--- config.mk ---
export PLATFORM = sky130hd
export DESIGN_NAME = arith_branch_opcode_decoder
export DESIGN_NICKNAME = d
export VERILOG_FILES = /design/src/pkg/opdec_pkg.sv /design/src/logic/arith_branch_opcode_decoder.sv
export SDC_FILE = /design/constraint.sdc
export NUM_CORES = 1
export LEC_CHECK = 0
export BUFFER_PORTS_ARGS = -buffer_cell sky130_fd_sc_hd__clkbuf_2
export CORE_ASPECT_RATIO = 1.5
export CORE_MARGIN = 2
export CORE_UTILIZATION = 51
export DETAILED_ROUTE_END_ITERATION = 8
export PLACE_DENSITY = 0.79
export SYNTH_ARGS = -nofsm -noshare
export SYNTH_HDL_FRONTEND = slang
export SYNTH_SLANG_ARGS = --single-unit
--- constraint.sdc ---
create_clock -name SYS_CLK -period 2.95 [get_ports SYS_CLK]
set_input_delay 0.885 -clock SYS_CLK [delete_from_list [all_inputs] [get_ports SYS_CLK]]
set_output_delay 0.885 -clock SYS_CLK [all_outputs]
set_load 0.05 [all_outputs]
--- src/pkg/opdec_pkg.sv ---
// Constants and types for the arithmetic and branch opcode decoder.
// Assumes 16-bit instruction words arriving one per valid strobe.
package opdec_pkg;

   // ==========================================================
   // Word and field layout
   localparam int WORD_W = 16;
   localparam int COND_STATE_LSB = 4;
   localparam int SEL_LSB = 8;
   localparam int BIT_ZERO = 3;
   localparam int BIT_NEG = 2;
   localparam int BIT_OVF = 1;
   localparam int BIT_CARRY = 0;

   // ==========================================================
   // Condition selector codes
   localparam logic [1:0] SEL_PIN_LOW = 2'h0;
   localparam logic [1:0] SEL_FLAG_SET = 2'h1;
   localparam logic [1:0] SEL_FLAG_CLR = 2'h2;
   localparam logic [1:0] SEL_NONE = 2'h3;

   // ==========================================================
   // Opcode patterns
   localparam logic [15:0] PAT_ABS = 16'hbe00;
   localparam logic [15:0] PAT_PRODUCT_ADD_OP = 16'hbe04;
   localparam logic [15:0] PAT_BRANCH_TO_ACC_OP = 16'hbe20;
   localparam logic [15:0] PAT_AND_16 = 16'hbe81;
   localparam logic [11:0] PAT_ADD_IMM_L = 12'hbf9;
   localparam logic [11:0] PAT_AND_IMM_SH = 12'hbfb;
   localparam logic [7:0] PAT_ADD_HIGH = 8'h61;
   localparam logic [7:0] PAT_ADD_IMM_S = 8'hb8;
   localparam logic [7:0] PAT_ADD_CARRY_OP = 8'h60;
   localparam logic [7:0] PAT_ADD_NOSIGNEXT_OP = 8'h62;
   localparam logic [7:0] PAT_ADD_TREG_SHIFT_OP = 8'h63;
   localparam logic [7:0] PAT_AUX_ADD_IMM_OP = 8'h78;
   localparam logic [7:0] PAT_AND_DIR = 8'h6e;
   localparam logic [7:0] PAT_B = 8'h79;
   localparam logic [7:0] PAT_BRANCH_AUX_NONZERO_OP = 8'h7b;
   localparam logic [5:0] PAT_COND_BRANCH_OP = 6'h38;
   localparam logic [3:0] PAT_ADD_SHIFT = 4'h2;

   // ==========================================================
   // Cycle counts
   localparam logic [2:0] CYC_ONE = 3'h1;
   localparam logic [2:0] CYC_TWO = 3'h2;
   localparam logic [2:0] CYC_THREE = 3'h3;
   localparam logic [2:0] CYC_FOUR = 3'h4;

   // ==========================================================
   // Decoded operations and sequencer states
   typedef enum logic [4:0] {
      OP_NONE = 5'h00, OP_ABS = 5'h01, OP_ADD_SHIFT = 5'h02, OP_ADD_HIGH = 5'h03,
      OP_ADD_IMM_S = 5'h04, OP_ADD_IMM_L = 5'h05, OP_ADD_CARRY_OP = 5'h06, OP_ADD_NOSIGNEXT_OP = 5'h07,
      OP_ADD_TREG_SHIFT_OP = 5'h08, OP_AUX_ADD_IMM_OP = 5'h09, OP_AND_DIR = 5'h0a, OP_AND_IMM_SH = 5'h0b,
      OP_AND_16 = 5'h0c, OP_PRODUCT_ADD_OP = 5'h0d, OP_B = 5'h0e, OP_BRANCH_TO_ACC_OP = 5'h0f,
      OP_BRANCH_AUX_NONZERO_OP = 5'h10, OP_COND_BRANCH_OP = 5'h11
   } op_t;

   typedef enum logic {
      ST_FIRST = 1'b0,
      ST_SECOND = 1'b1
   } state_t;

endpackage : opdec_pkg

--- src/logic/arith_branch_opcode_decoder.sv ---
// Decoder for accumulator add, logical-and, absolute, product-add and branch opcodes.
// Assumes words from the fetch path arrive synchronous to SYS_CLK with a valid strobe,
// and that status flags are stable in the cycle of the first word.
//
// Function
// - Selector 00 pin low, 01 flag set, 10 flag clear, 11 nothing tested.
// - Condition group bits: zero, negative, overflow, carry from msb to lsb.
// - Conditional word: bits 3..0 are mask, bits 7..4 required state.
// - Only conditions with mask bit one take part in the verdict.
// - Mask ANDed with condition values; any set bit means condition met.
// - Absolute value is 1011 1110 0000 0000, one word, one cycle.
// - Add family: shifted direct, high half, short and long immediate forms.
// - Direct add_nosignext_op 0110 0000 carry, 0010 no sign extension, 0011 shift by temp.
// - Auxiliary add immediate is 0111 1000 with 8-bit constant, one cycle.
// - And family: direct, shifted long immediate, immediate shifted by sixteen.
// - Product add is 1011 1110 0000 0100, one word, one cycle.
// - Branch to accumulator is 1011 1110 0010 0000, one word, four cycles.
// - Auxiliary nonzero branch is 0111 1011 plus address word, 2/4/2.
// - Flag branches 1110 0001 and 1110 0010 with zero low byte, plus address.
// - Accumulator branches use 1110 0011 with state and mask low byte.
// - Pin-low branch is 1110 0000 0000 0000 plus address word, 2/4/3.
`timescale 1ns/1ps

module arith_branch_opcode_decoder (
   input wire logic SYS_CLK,
   input wire logic RST_N,
   input wire logic INSTR_VALID,
   input wire logic [15:0] INSTR_WORD,
   input wire logic ACC_ZERO,
   input wire logic ACC_NEG,
   input wire logic OVERFLOW,
   input wire logic CARRY,
   input wire logic TEST_CONTROL_FLAG,
   input wire logic BRANCH_INPUT_PIN,
   input wire logic AUX_NONZERO,
   output logic DECODE_VALID,
   output logic [4:0] OP_CODE,
   output logic UNKNOWN_OP,
   output logic TWO_WORD,
   output logic [3:0] SHIFT_AMOUNT_FIELD,
   output logic [7:0] DIRECT_INDIRECT_ADDR_FIELD,
   output logic [15:0] IMMEDIATE_CONSTANT_FIELD,
   output logic IS_BRANCH,
   output logic BRANCH_TAKEN,
   output logic COND_MET,
   output logic [2:0] CYCLE_COUNT
);

   // ==========================================================
   // Field extraction
   localparam int COND_MASK_MSB = opdec_pkg::COND_STATE_LSB - 1;
   wire [15:0] w = INSTR_WORD;
   wire [3:0] mask = w[COND_MASK_MSB:0];
   wire [3:0] state = w[opdec_pkg::COND_STATE_LSB +: 4];
   wire [1:0] cond_selector_field = w[opdec_pkg::SEL_LSB +: 2];

   // ==========================================================
   // Condition evaluation
   logic [3:0] acc_condition_group;
   always_comb begin
      acc_condition_group = 4'h0;
      acc_condition_group[opdec_pkg::BIT_ZERO] = ACC_ZERO;
      acc_condition_group[opdec_pkg::BIT_NEG] = ACC_NEG;
      acc_condition_group[opdec_pkg::BIT_OVF] = OVERFLOW;
      acc_condition_group[opdec_pkg::BIT_CARRY] = CARRY;
   end

   // A condition value is one when the flag equals its required state.
   // Verdict is any-of: a mask with two bits passes when either matches.
   wire [3:0] cond_value = ~(acc_condition_group ^ state);
   wire [3:0] tested = mask & cond_value;
   wire group_met = |tested;
   wire sel_pin = cond_selector_field == opdec_pkg::SEL_PIN_LOW;
   wire sel_set = cond_selector_field == opdec_pkg::SEL_FLAG_SET;
   wire sel_clr = cond_selector_field == opdec_pkg::SEL_FLAG_CLR;
   wire sel_met = (sel_pin & ~BRANCH_INPUT_PIN) | (sel_set & TEST_CONTROL_FLAG) | (sel_clr & ~TEST_CONTROL_FLAG);
   wire cond_met = sel_met | group_met;

   // ==========================================================
   // Opcode matching
   wire hit_abs = w == opdec_pkg::PAT_ABS;
   wire hit_product_add_op = w == opdec_pkg::PAT_PRODUCT_ADD_OP;
   wire hit_branch_to_acc_op = w == opdec_pkg::PAT_BRANCH_TO_ACC_OP;
   wire hit_and16 = w == opdec_pkg::PAT_AND_16;
   wire hit_add_l = w[15:4] == opdec_pkg::PAT_ADD_IMM_L;
   wire hit_and_sh = w[15:4] == opdec_pkg::PAT_AND_IMM_SH;
   wire hit_add_shift = w[15:12] == opdec_pkg::PAT_ADD_SHIFT;
   wire hit_add_high = w[15:8] == opdec_pkg::PAT_ADD_HIGH;
   wire hit_add_s = w[15:8] == opdec_pkg::PAT_ADD_IMM_S;
   wire hit_add_carry_op = w[15:8] == opdec_pkg::PAT_ADD_CARRY_OP;
   wire hit_add_nosignext_op = w[15:8] == opdec_pkg::PAT_ADD_NOSIGNEXT_OP;
   wire hit_add_treg_shift_op = w[15:8] == opdec_pkg::PAT_ADD_TREG_SHIFT_OP;
   wire hit_aux_add_imm_op = w[15:8] == opdec_pkg::PAT_AUX_ADD_IMM_OP;
   wire hit_and_dir = w[15:8] == opdec_pkg::PAT_AND_DIR;
   wire hit_b = w[15:8] == opdec_pkg::PAT_B;
   wire hit_branch_aux_nonzero_op = w[15:8] == opdec_pkg::PAT_BRANCH_AUX_NONZERO_OP;
   wire cond_branch_op_high = w[15:10] == opdec_pkg::PAT_COND_BRANCH_OP;
   // Selector forms carry no state or mask; a nonzero low byte there is unknown.
   wire cond_branch_op_low_ok = (cond_selector_field == opdec_pkg::SEL_NONE) | (w[7:0] == 8'h00);
   wire hit_cond_branch_op = cond_branch_op_high & cond_branch_op_low_ok;

   // ==========================================================
   // Decode table
   opdec_pkg::op_t op_dec;
   logic two_dec;
   logic branch_dec;
   logic taken_dec;
   logic [2:0] cyc_hi;
   logic [2:0] cyc_lo;
   always_comb begin
      op_dec = opdec_pkg::OP_NONE;
      two_dec = 1'b0;
      branch_dec = 1'b0;
      taken_dec = 1'b0;
      cyc_hi = opdec_pkg::CYC_ONE;
      cyc_lo = opdec_pkg::CYC_ONE;
      if (hit_abs) begin
         op_dec = opdec_pkg::OP_ABS;
      end else if (hit_product_add_op) begin
         op_dec = opdec_pkg::OP_PRODUCT_ADD_OP;
      end else if (hit_branch_to_acc_op) begin
         op_dec = opdec_pkg::OP_BRANCH_TO_ACC_OP;
         branch_dec = 1'b1;
         taken_dec = 1'b1;
         cyc_hi = opdec_pkg::CYC_FOUR;
         cyc_lo = opdec_pkg::CYC_FOUR;
      end else if (hit_and16) begin
         op_dec = opdec_pkg::OP_AND_16;
         two_dec = 1'b1;
         cyc_hi = opdec_pkg::CYC_TWO;
         cyc_lo = opdec_pkg::CYC_TWO;
      end else if (hit_add_l) begin
         op_dec = opdec_pkg::OP_ADD_IMM_L;
         two_dec = 1'b1;
         cyc_hi = opdec_pkg::CYC_TWO;
         cyc_lo = opdec_pkg::CYC_TWO;
      end else if (hit_and_sh) begin
         op_dec = opdec_pkg::OP_AND_IMM_SH;
         two_dec = 1'b1;
         cyc_hi = opdec_pkg::CYC_TWO;
         cyc_lo = opdec_pkg::CYC_TWO;
      end else if (hit_add_shift) begin
         op_dec = opdec_pkg::OP_ADD_SHIFT;
      end else if (hit_add_high) begin
         op_dec = opdec_pkg::OP_ADD_HIGH;
      end else if (hit_add_s) begin
         op_dec = opdec_pkg::OP_ADD_IMM_S;
      end else if (hit_add_carry_op) begin
         op_dec = opdec_pkg::OP_ADD_CARRY_OP;
      end else if (hit_add_nosignext_op) begin
         op_dec = opdec_pkg::OP_ADD_NOSIGNEXT_OP;
      end else if (hit_add_treg_shift_op) begin
         op_dec = opdec_pkg::OP_ADD_TREG_SHIFT_OP;
      end else if (hit_aux_add_imm_op) begin
         op_dec = opdec_pkg::OP_AUX_ADD_IMM_OP;
      end else if (hit_and_dir) begin
         op_dec = opdec_pkg::OP_AND_DIR;
      end else if (hit_b) begin
         op_dec = opdec_pkg::OP_B;
         two_dec = 1'b1;
         branch_dec = 1'b1;
         taken_dec = 1'b1;
         cyc_hi = opdec_pkg::CYC_FOUR;
         cyc_lo = opdec_pkg::CYC_FOUR;
      end else if (hit_branch_aux_nonzero_op) begin
         op_dec = opdec_pkg::OP_BRANCH_AUX_NONZERO_OP;
         two_dec = 1'b1;
         branch_dec = 1'b1;
         taken_dec = AUX_NONZERO;
         cyc_hi = opdec_pkg::CYC_FOUR;
         cyc_lo = opdec_pkg::CYC_TWO;
      end else if (hit_cond_branch_op) begin
         op_dec = opdec_pkg::OP_COND_BRANCH_OP;
         two_dec = 1'b1;
         branch_dec = 1'b1;
         taken_dec = cond_met;
         cyc_hi = opdec_pkg::CYC_FOUR;
         cyc_lo = sel_pin ? opdec_pkg::CYC_THREE : opdec_pkg::CYC_TWO;
      end
   end

   wire [2:0] cyc_dec = taken_dec ? cyc_hi : cyc_lo;
   wire [15:0] imm_dec = {8'h00, w[7:0]};
   wire [3:0] shift_dec = hit_add_shift ? w[11:8] : w[3:0];

   // ==========================================================
   // Sequencer: a two-word op holds its first-word results until the
   // operand or branch address arrives, then reports the whole op at once.
   opdec_pkg::state_t st;
   opdec_pkg::state_t next_st;
   wire take_first = INSTR_VALID & (st == opdec_pkg::ST_FIRST);
   wire take_second = INSTR_VALID & (st == opdec_pkg::ST_SECOND);

   always_comb begin
      case (st)
         opdec_pkg::ST_FIRST: next_st = (INSTR_VALID & two_dec) ? opdec_pkg::ST_SECOND : opdec_pkg::ST_FIRST;
         opdec_pkg::ST_SECOND: next_st = INSTR_VALID ? opdec_pkg::ST_FIRST : opdec_pkg::ST_SECOND;
         default: next_st = opdec_pkg::ST_FIRST;
      endcase
   end

   always_ff @(posedge SYS_CLK) begin
      if (!RST_N) begin
         st <= opdec_pkg::ST_FIRST;
      end else begin
         st <= next_st;
      end
   end

   wire next_valid = (take_first & ~two_dec) | take_second;

   always_ff @(posedge SYS_CLK) begin
      if (!RST_N) begin
         DECODE_VALID <= 1'b0;
      end else begin
         DECODE_VALID <= next_valid;
      end
   end

   // ==========================================================
   // First-word results
   always_ff @(posedge SYS_CLK) begin
      if (!RST_N) begin
         OP_CODE <= 5'h00;
         UNKNOWN_OP <= 1'b0;
         TWO_WORD <= 1'b0;
         SHIFT_AMOUNT_FIELD <= 4'h0;
         DIRECT_INDIRECT_ADDR_FIELD <= 8'h00;
      end else if (take_first) begin
         OP_CODE <= op_dec;
         UNKNOWN_OP <= op_dec == opdec_pkg::OP_NONE;
         TWO_WORD <= two_dec;
         SHIFT_AMOUNT_FIELD <= shift_dec;
         DIRECT_INDIRECT_ADDR_FIELD <= w[7:0];
      end
   end

   always_ff @(posedge SYS_CLK) begin
      if (!RST_N) begin
         IS_BRANCH <= 1'b0;
         BRANCH_TAKEN <= 1'b0;
         COND_MET <= 1'b0;
         CYCLE_COUNT <= 3'h0;
      end else if (take_first) begin
         IS_BRANCH <= branch_dec;
         BRANCH_TAKEN <= taken_dec;
         COND_MET <= cond_met;
         CYCLE_COUNT <= cyc_dec;
      end
   end

   // ==========================================================
   // Operand word: second word of a pair, or the short constant.
   always_ff @(posedge SYS_CLK) begin
      if (!RST_N) begin
         IMMEDIATE_CONSTANT_FIELD <= 16'h0000;
      end else if (take_second) begin
         IMMEDIATE_CONSTANT_FIELD <= w;
      end else if (take_first) begin
         IMMEDIATE_CONSTANT_FIELD <= imm_dec;
      end
   end

endmodule : arith_branch_opcode_decoder

==> run_results.csv, run 1 <==
group,metric,value,unit
run_status,run_status,"finished clean",
logic_synthesis,synth_cell_type_count,52,
grt,overflow,0,
cts,cts.reportedPaths.clkPinSlew,80,ps
critical_path,worst_path_required_time,3150,ps
grt,grt_pass1_vias,1917,
timing,final_max_slew_viol_count,0,
routing,wirelength,5.67,mm
layout,finish.cell_count_without_fillers,365,
timing,setup_viol,0,
logic_synthesis,synth.yosys.warnings,0,
floorplanning,initial_utilization,52.5,%
logic_synthesis,netlist_top_cells_area,"dfxtp_1, mux2i_1, a21oi_1",
critical_path,path_max_fanout,7,
floorplanning,pin_count,68,
logic_synthesis,synth_cells,263,
floorplanning,std_cell_rows,29,
logic_synthesis,synth-seq-area-share,39.3,%
layout,final_cell_mix,"clkbuf_2, dfxtp_1, nor2_1",
critical_path,worstSetupEndpointType,"register",
timing,worst_slew_margin_rel,59.2,%
routing,drc,0,
logic_synthesis,ys.flop_type,"dfxtp_1",
routing,drtIter0Drc,66,
critical_path,setup.worst_path.class,"input port to register",
placed_design,placed_cells_incl_taps,357,
logic_synthesis,yosysTopAreaCell,"dfxtp_1",
routing,viasPerCell,5.94,
cts,cts.sinks,43,
routing,drtPass1Iterations,4,
routing,via_count,2167,
timing,timing.final.crit_share,74.8,%
floorplanning,die_w,57.5,um
logic_synthesis,synth_top_area_share,39.3,%
timing,setup_total_negative_slack,0,ps
timing,post-route-worst-setup-slack,743,ps
power_and_ir_drop,power.density_cell_area,486,nW/um^2
cts,cts-root-to-sink-buffers,2,
grt,track_usage,23.9,%
layout,areaGrowthSynthToFinish,18.4,%
cts,post_cts_hold_buffer_count,0,
logic_synthesis,synth_edf_count,0,
layout,antenna-diode-count,0,
logic_synthesis,synth_nets,289,
critical_path,timing.critical_path.arrival,2410,ps
worst_hold_path,hold-path-cell-count,2,
timing,maxClockFrequency,0.453,GHz
floorplanning,dieHeight,84.3,um
layout,num-fill-cells,408,
timing,unrepaired_setup_endpoints_after_global_routing,"false",
grt,grt_first_pass_wirelength,9.10,mm
routing,route.detailed.wl_per_inst,15.5,um
placed_design,dp_slack,448,ps
timing,final_hold_vio_count,0,
critical_path,critPathLaunchType,"input port",
cts,htree_num_levels,2,
cts,cts_tree,"yes",
routing,postRouteAntennaNets,0,
floorplanning,floorplan.die_area,4850,um^2
layout,nets,344,
cts,cts_made_buffers,5,
logic_synthesis,synth_async_sr_flop_share,0,%
grt,grt_antenna_before_repair,0,
flow_run,cap_viol_max_count,0,
logic_synthesis,mean_syn_cell_area,8.33,um^2
power_and_ir_drop,lkg_pwr,1.09,nW
timing,worst_clock_skew_on_the_final_layout,3.59,ps
cts,resized_after_cts,0,
timing,tightestPinTransition,610,ps
layout,layout_commonest_cell,"clkbuf_2",
timing,period_minus_slack,2210,ps
layout,drive_gt1_share,27.9,%
placed_design,place.detailed.hpwl,4.37,mm
cts,clockRootBuffer,"clkbuf_8",
placed_design,port_buf_inserts,67,
floorplanning,core_area,4170,um^2
cts,cts_post_setup_buffers_inserted,0,
logic_synthesis,syn_area,2190,um^2
grt,grt_start_max_net_pins,36,
logic_synthesis,synth-seq-cells,43,
critical_path,depth_of_the_worst_register_to_register_path,4,
placed_design,gpl.final_weighted_congestion,1.04,
worst_hold_path,min-delay-path-class,"register to register",
power_and_ir_drop,vdd.ir_drop.worst,0.000455,V
cts,insertion_delay,300,ps
==> worst paths after layout <==
check                             endpoint  slack (ps)                     startpoint
max                           DECODE_VALID         740                  INSTR_WORD[1]
min          DIRECT_INDIRECT_ADDR_FIELD[3]         460  DIRECT_INDIRECT_ADDR_FIELD[3]
max reg2reg                 CYCLE_COUNT[1]        1340                             st
min reg2reg  DIRECT_INDIRECT_ADDR_FIELD[3]         460  DIRECT_INDIRECT_ADDR_FIELD[3]
==> power breakdown <==
group / internal [W] / switching, W / total (W) / leakage, nW
Sequential: 0.000607 / 0.0000135 / 0.000620 / 0.353
Combinational: 0.0000760 / 0.000197 / 0.000273 / 0.692
Clock: 0.000166 / 0.000204 / 0.000369 / 0.0412
==> final cells by class <==
type	instances	area, um^2	share of cell area [%]
Inverter	3	11.3	0.434
Timing Repair Buffer	71	365	14.1
Tap cell	46	57.6	2.22
Clock buffer	6	72.6	2.80
Sequential cell	43	861	33.2
Multi-Input combinational cell	194	1220	46.8
Clock inverter	2	12.5	0.482
==> cells in the mapped netlist, types with 3 or more instances <==
cell type and count:
nand4_1 3, a21oi_1 21, nand3_1 11, o21ai_0 8
clkbuf_1 13, nor2_1 25, nand2_1 23, xnor2_1 6
nand2b_1 12, dfxtp_1 43, nor4_1 8, nor2b_1 4
nand4b_1 3, a211oi_1 7, mux2i_1 12, buf_2 5
nor3_1 13
==> registers in the layout (all words and copies together), names as in the netlist <==
name and count:
CYCLE_COUNT 3, st 1, SHIFT_AMOUNT_FIELD 4, IMMEDIATE_CONSTANT_FIELD 16
BRANCH_TAKEN 1, DECODE_VALID 1, TWO_WORD 1, OP_CODE 5
COND_MET 1, DIRECT_INDIRECT_ADDR_FIELD 8, UNKNOWN_OP 1, IS_BRANCH 1
==> worst max-delay path: stages <==
cell and delay (ps):
clkbuf_2 120, or4_4 620, nor3b_1 230, o21bai_1 180
and2_4 190, o211a_1 190
==> cells by family (layout without fill, tap and decap cells) <==
kind of cell / after synthesis / in the layout / synth area share [%]
buffers and inverters: 26 / 82 / 5.37
XOR/XNOR: 6 / 6 / 2.40
flip-flops: 43 / 43 / 39.3
AND/OR/NAND/NOR: 120 / 120 / 30.8
AO/OA/AOI/OAI: 56 / 56 / 16.7
multiplexers: 12 / 12 / 5.48
==> metrics by stage <==
step | area [um^2] | power [W] | hold slack [ps] | utilization, %
2_1_floorplan | 2190 | 0.000833 | 669 | -
3_3_place_gp | 2510 | 0.000903 | 441 | 60.2
3_5_place_dp | 2510 | 0.000906 | 449 | 60.2
4_1_cts | 2600 | 0.00127 | 461 | 62.2
5_1_grt | 2600 | 0.00131 | 478 | 62.2
6_report | 2600 | 0.00126 | 461 | 62.2
==> routing by layer <==
layer  up-vias  track usage (%)  share of wire [%]  wire [um]
li1       1056                -                  -          -
met3        14             4.16                6.4        361
met2        89             41.2                 52       2950
met4         0             9.94                3.1        176
met5         -                0                  0          0
met1      1008             28.7                 39       2180
No activity file was read; power rests on OpenSTA's default activity.
==> run 2: changes to the inputs <==
==> constraint.sdc (replaced) <==
create_clock -name SYS_CLK -period 2.1 [get_ports SYS_CLK]
set_input_delay 0.63 -clock SYS_CLK [delete_from_list [all_inputs] [get_ports SYS_CLK]]
set_output_delay 0.63 -clock SYS_CLK [all_outputs]
set_load 0.05 [all_outputs]
==> run 2 against run 1 <==
  * Via count up 5.3%
  * Design area grew 11%
  * Register-to-register slack lost 650 ps
  * Clock-buffer cell count shrank 1
  * Cell count rose by 10%
  * Wire length increased by 7.9%
  * Combinational power up 59%
  * Total power up 45%
  * Clock power increased by 42%
  * Worst hold slack got worse by 4.2 ps
  * Largest cell class unchanged
  * Die area unchanged
  * Flip-flop and latch count is the same
==> run_results.csv, run 2 (synthesis results as in run 1) <==
group,metric,value,unit
cts,cts-root-to-sink-buffers,2,
layout,largest_register_ffs,16,
critical_path,depth_of_the_worst_register_to_register_path,3,
routing,postRouteAntennaNets,0,
layout,drive_gt1_share,35.7,%
grt,overflow,0,
layout,final_cell_mix,"clkbuf_2, dfxtp_1, buf_4",
timing,maxClockFrequency,0.517,GHz
worst_hold_path,hp-start,"DIRECT_INDIRECT_ADDR_FIELD[2]",
cts,htree_num_levels,2,
critical_path,critPathLaunchType,"input port",
critical_path,path_max_fanout,7,
critical_path,worst_path_required_time,2340,ps
grt,grt_start_max_net_pins,27,
floorplanning,pin_count,68,
timing,final_hold_vio_count,0,
critical_path,r2r-end,"CYCLE_COUNT[1]",
power_and_ir_drop,power.density_cell_area,635,nW/um^2
routing,via_count,2282,
layout,antenna-diode-count,0,
layout,layout_commonest_cell,"clkbuf_2",
critical_path,worstSetupEndpointType,"register",
grt,grt_antenna_before_repair,0,
cts,cts_post_setup_buffers_inserted,0,
layout,largestRegisters,"IMMEDIATE_CONSTANT_FIELD (16), DIRECT_INDIRECT_ADDR_FIELD (8), OP_CODE (5)",
floorplanning,std_cell_rows,29,
floorplanning,die_w,57.5,um
power_and_ir_drop,power.share.switching,32.8,%
grt,track_usage,26.7,%
routing,viasPerCell,5.68,
layout,num-fill-cells,367,
timing,final_max_slew_viol_count,0,
cts,clockRootBuffer,"clkbuf_8",
placed_design,port_buf_inserts,67,
critical_path,regToRegStartpoint,"st",
floorplanning,dieHeight,84.3,um
timing,tightestPinTransition,599,ps
power_and_ir_drop,lkg_pwr,1.26,nW
critical_path,setup.worst_path.class,"input port to register",
grt,grt_pass1_vias,2259,
critical_path,timing.critical_path.arrival,2180,ps
layout,areaGrowthSynthToFinish,31.3,%
timing,setup_viol,0,
grt,grt_first_pass_wirelength,10.1,mm
cts,post_cts_hold_buffer_count,0,
floorplanning,floorplan.die_area,4850,um^2
routing,drtPass1Iterations,4,
run_status,run_status,"finished clean",
power_and_ir_drop,power_report.internal_total,0.00123,W
cts,cts_made_buffers,5,
critical_path,worst-r2r-setup-slack,690,ps
cts,cts.reportedPaths.clkPinSlew,80,ps
power_and_ir_drop,clock_power_share,28.7,%
cts,cts_tree,"yes",
routing,drtIter0Drc,62,
worst_hold_path,min-delay-path-class,"register to register",
cts,resized_after_cts,0,
power_and_ir_drop,p_seq_share,47.6,%
layout,nets,381,
worst_hold_path,hold-path-cell-count,2,
timing,timing.final.crit_share,92.0,%
timing,worst_clock_skew_on_the_final_layout,3.27,ps
cts,cts.sinks,43,
routing,drc,0,
routing,wirelength,6.12,mm
routing,route.detailed.wl_per_inst,15.2,um
worst_hold_path,worst_hold_end,"DIRECT_INDIRECT_ADDR_FIELD[2]",
timing,fin_hold_ws,457,ps
floorplanning,core_area,4170,um^2
placed_design,place.detailed.hpwl,4.93,mm
power_and_ir_drop,vdd.ir_drop.worst,0.000647,V
floorplanning,initial_utilization,52.5,%
power_and_ir_drop,p_total,0.00183,W
power_and_ir_drop,comb_power_share,23.7,%
placed_design,gpl.final_weighted_congestion,0.931,
timing,period_minus_slack,1930,ps
timing,setup_total_negative_slack,0,ps
timing,worst_slew_margin_rel,60.0,%
cts,insertion_delay,300,ps
power_and_ir_drop,net-switching-power,0.000599,W
flow_run,cap_viol_max_count,0,
layout,max_flop_register,"IMMEDIATE_CONSTANT_FIELD",
layout,multi_input_comb_area,1220,um^2
timing,unrepaired_setup_endpoints_after_global_routing,"false",
layout,final-seq-area,861,um^2
## run 2: changes by cell type in the layout (fill, tap and decap cells not counted)
cell / before / now
clkbuf_1: 1 / 0
clkinvlp_4: 1 / 2
buf_4: 4 / 41
## run 2: critical path, cell delays in order
cell,delay [ps]
clkbuf_2,100
or4_4,620
nor4_4,340
o22ai_1,150
a21oi_1,190
a22o_1,140
## run 2: layout make-up
class	count	area share [%]
clock buffers	5	2.39
clock inverters	3	0.696
inverters	3	0.391
multi-input cells	194	42.3
flip-flops and latches	43	29.9
well taps	46	2.00
repair buffers	108	22.3
## run 2: worst max path at each step
| stage | startpoint | end | slack [ps] |
|---|---|---|---|
| finish | INSTR_WORD[1] | CYCLE_COUNT[1] | 170 |
| global route | INSTR_WORD[4] | CYCLE_COUNT[1] | 20 |
| CTS | INSTR_WORD[4] | CYCLE_COUNT[1] | 180 |
| detailed placement | INSTR_WORD[4] | CYCLE_COUNT[1] | -130 |
| global placement | INSTR_WORD[1] | CYCLE_COUNT[1] | -100 |
| floorplan | INSTR_WORD[0] | DECODE_VALID | 20 |
## run 2: layer usage
metal / part of all wire (%) / track usage, % / vias to the layer above
met3: 4.7 / 4.16 / 21
met2: 54 / 48.5 / 79
met5: 0 / 0 / -
met4: 3.6 / 13.5 / 0
li1: - / - / 1127
met1: 37 / 28.8 / 1055
## run 2: through the flow
step                      cells  setup slack [ps]  cell area, um^2  util, %
after detailed placement    394              -128             2790     66.8
after global routing        402              18.9             2880     69.0
after floorplan             263              17.5             2190        -
after CTS                   402               177             2880     69.0
after global placement      394             -97.7             2790     66.8
final                       402               167             2880     69.0
## run 2: power groups by stage
stage	Clock (W)	Sequential (W)	Combinational (W)
floorplan	0	0.00102	0.000152
global placement	0	0.000888	0.000427
detailed placement	0	0.000889	0.000432
CTS	0.000544	0.000870	0.000433
global route	0.000562	0.000874	0.000464
finish	0.000525	0.000870	0.000433
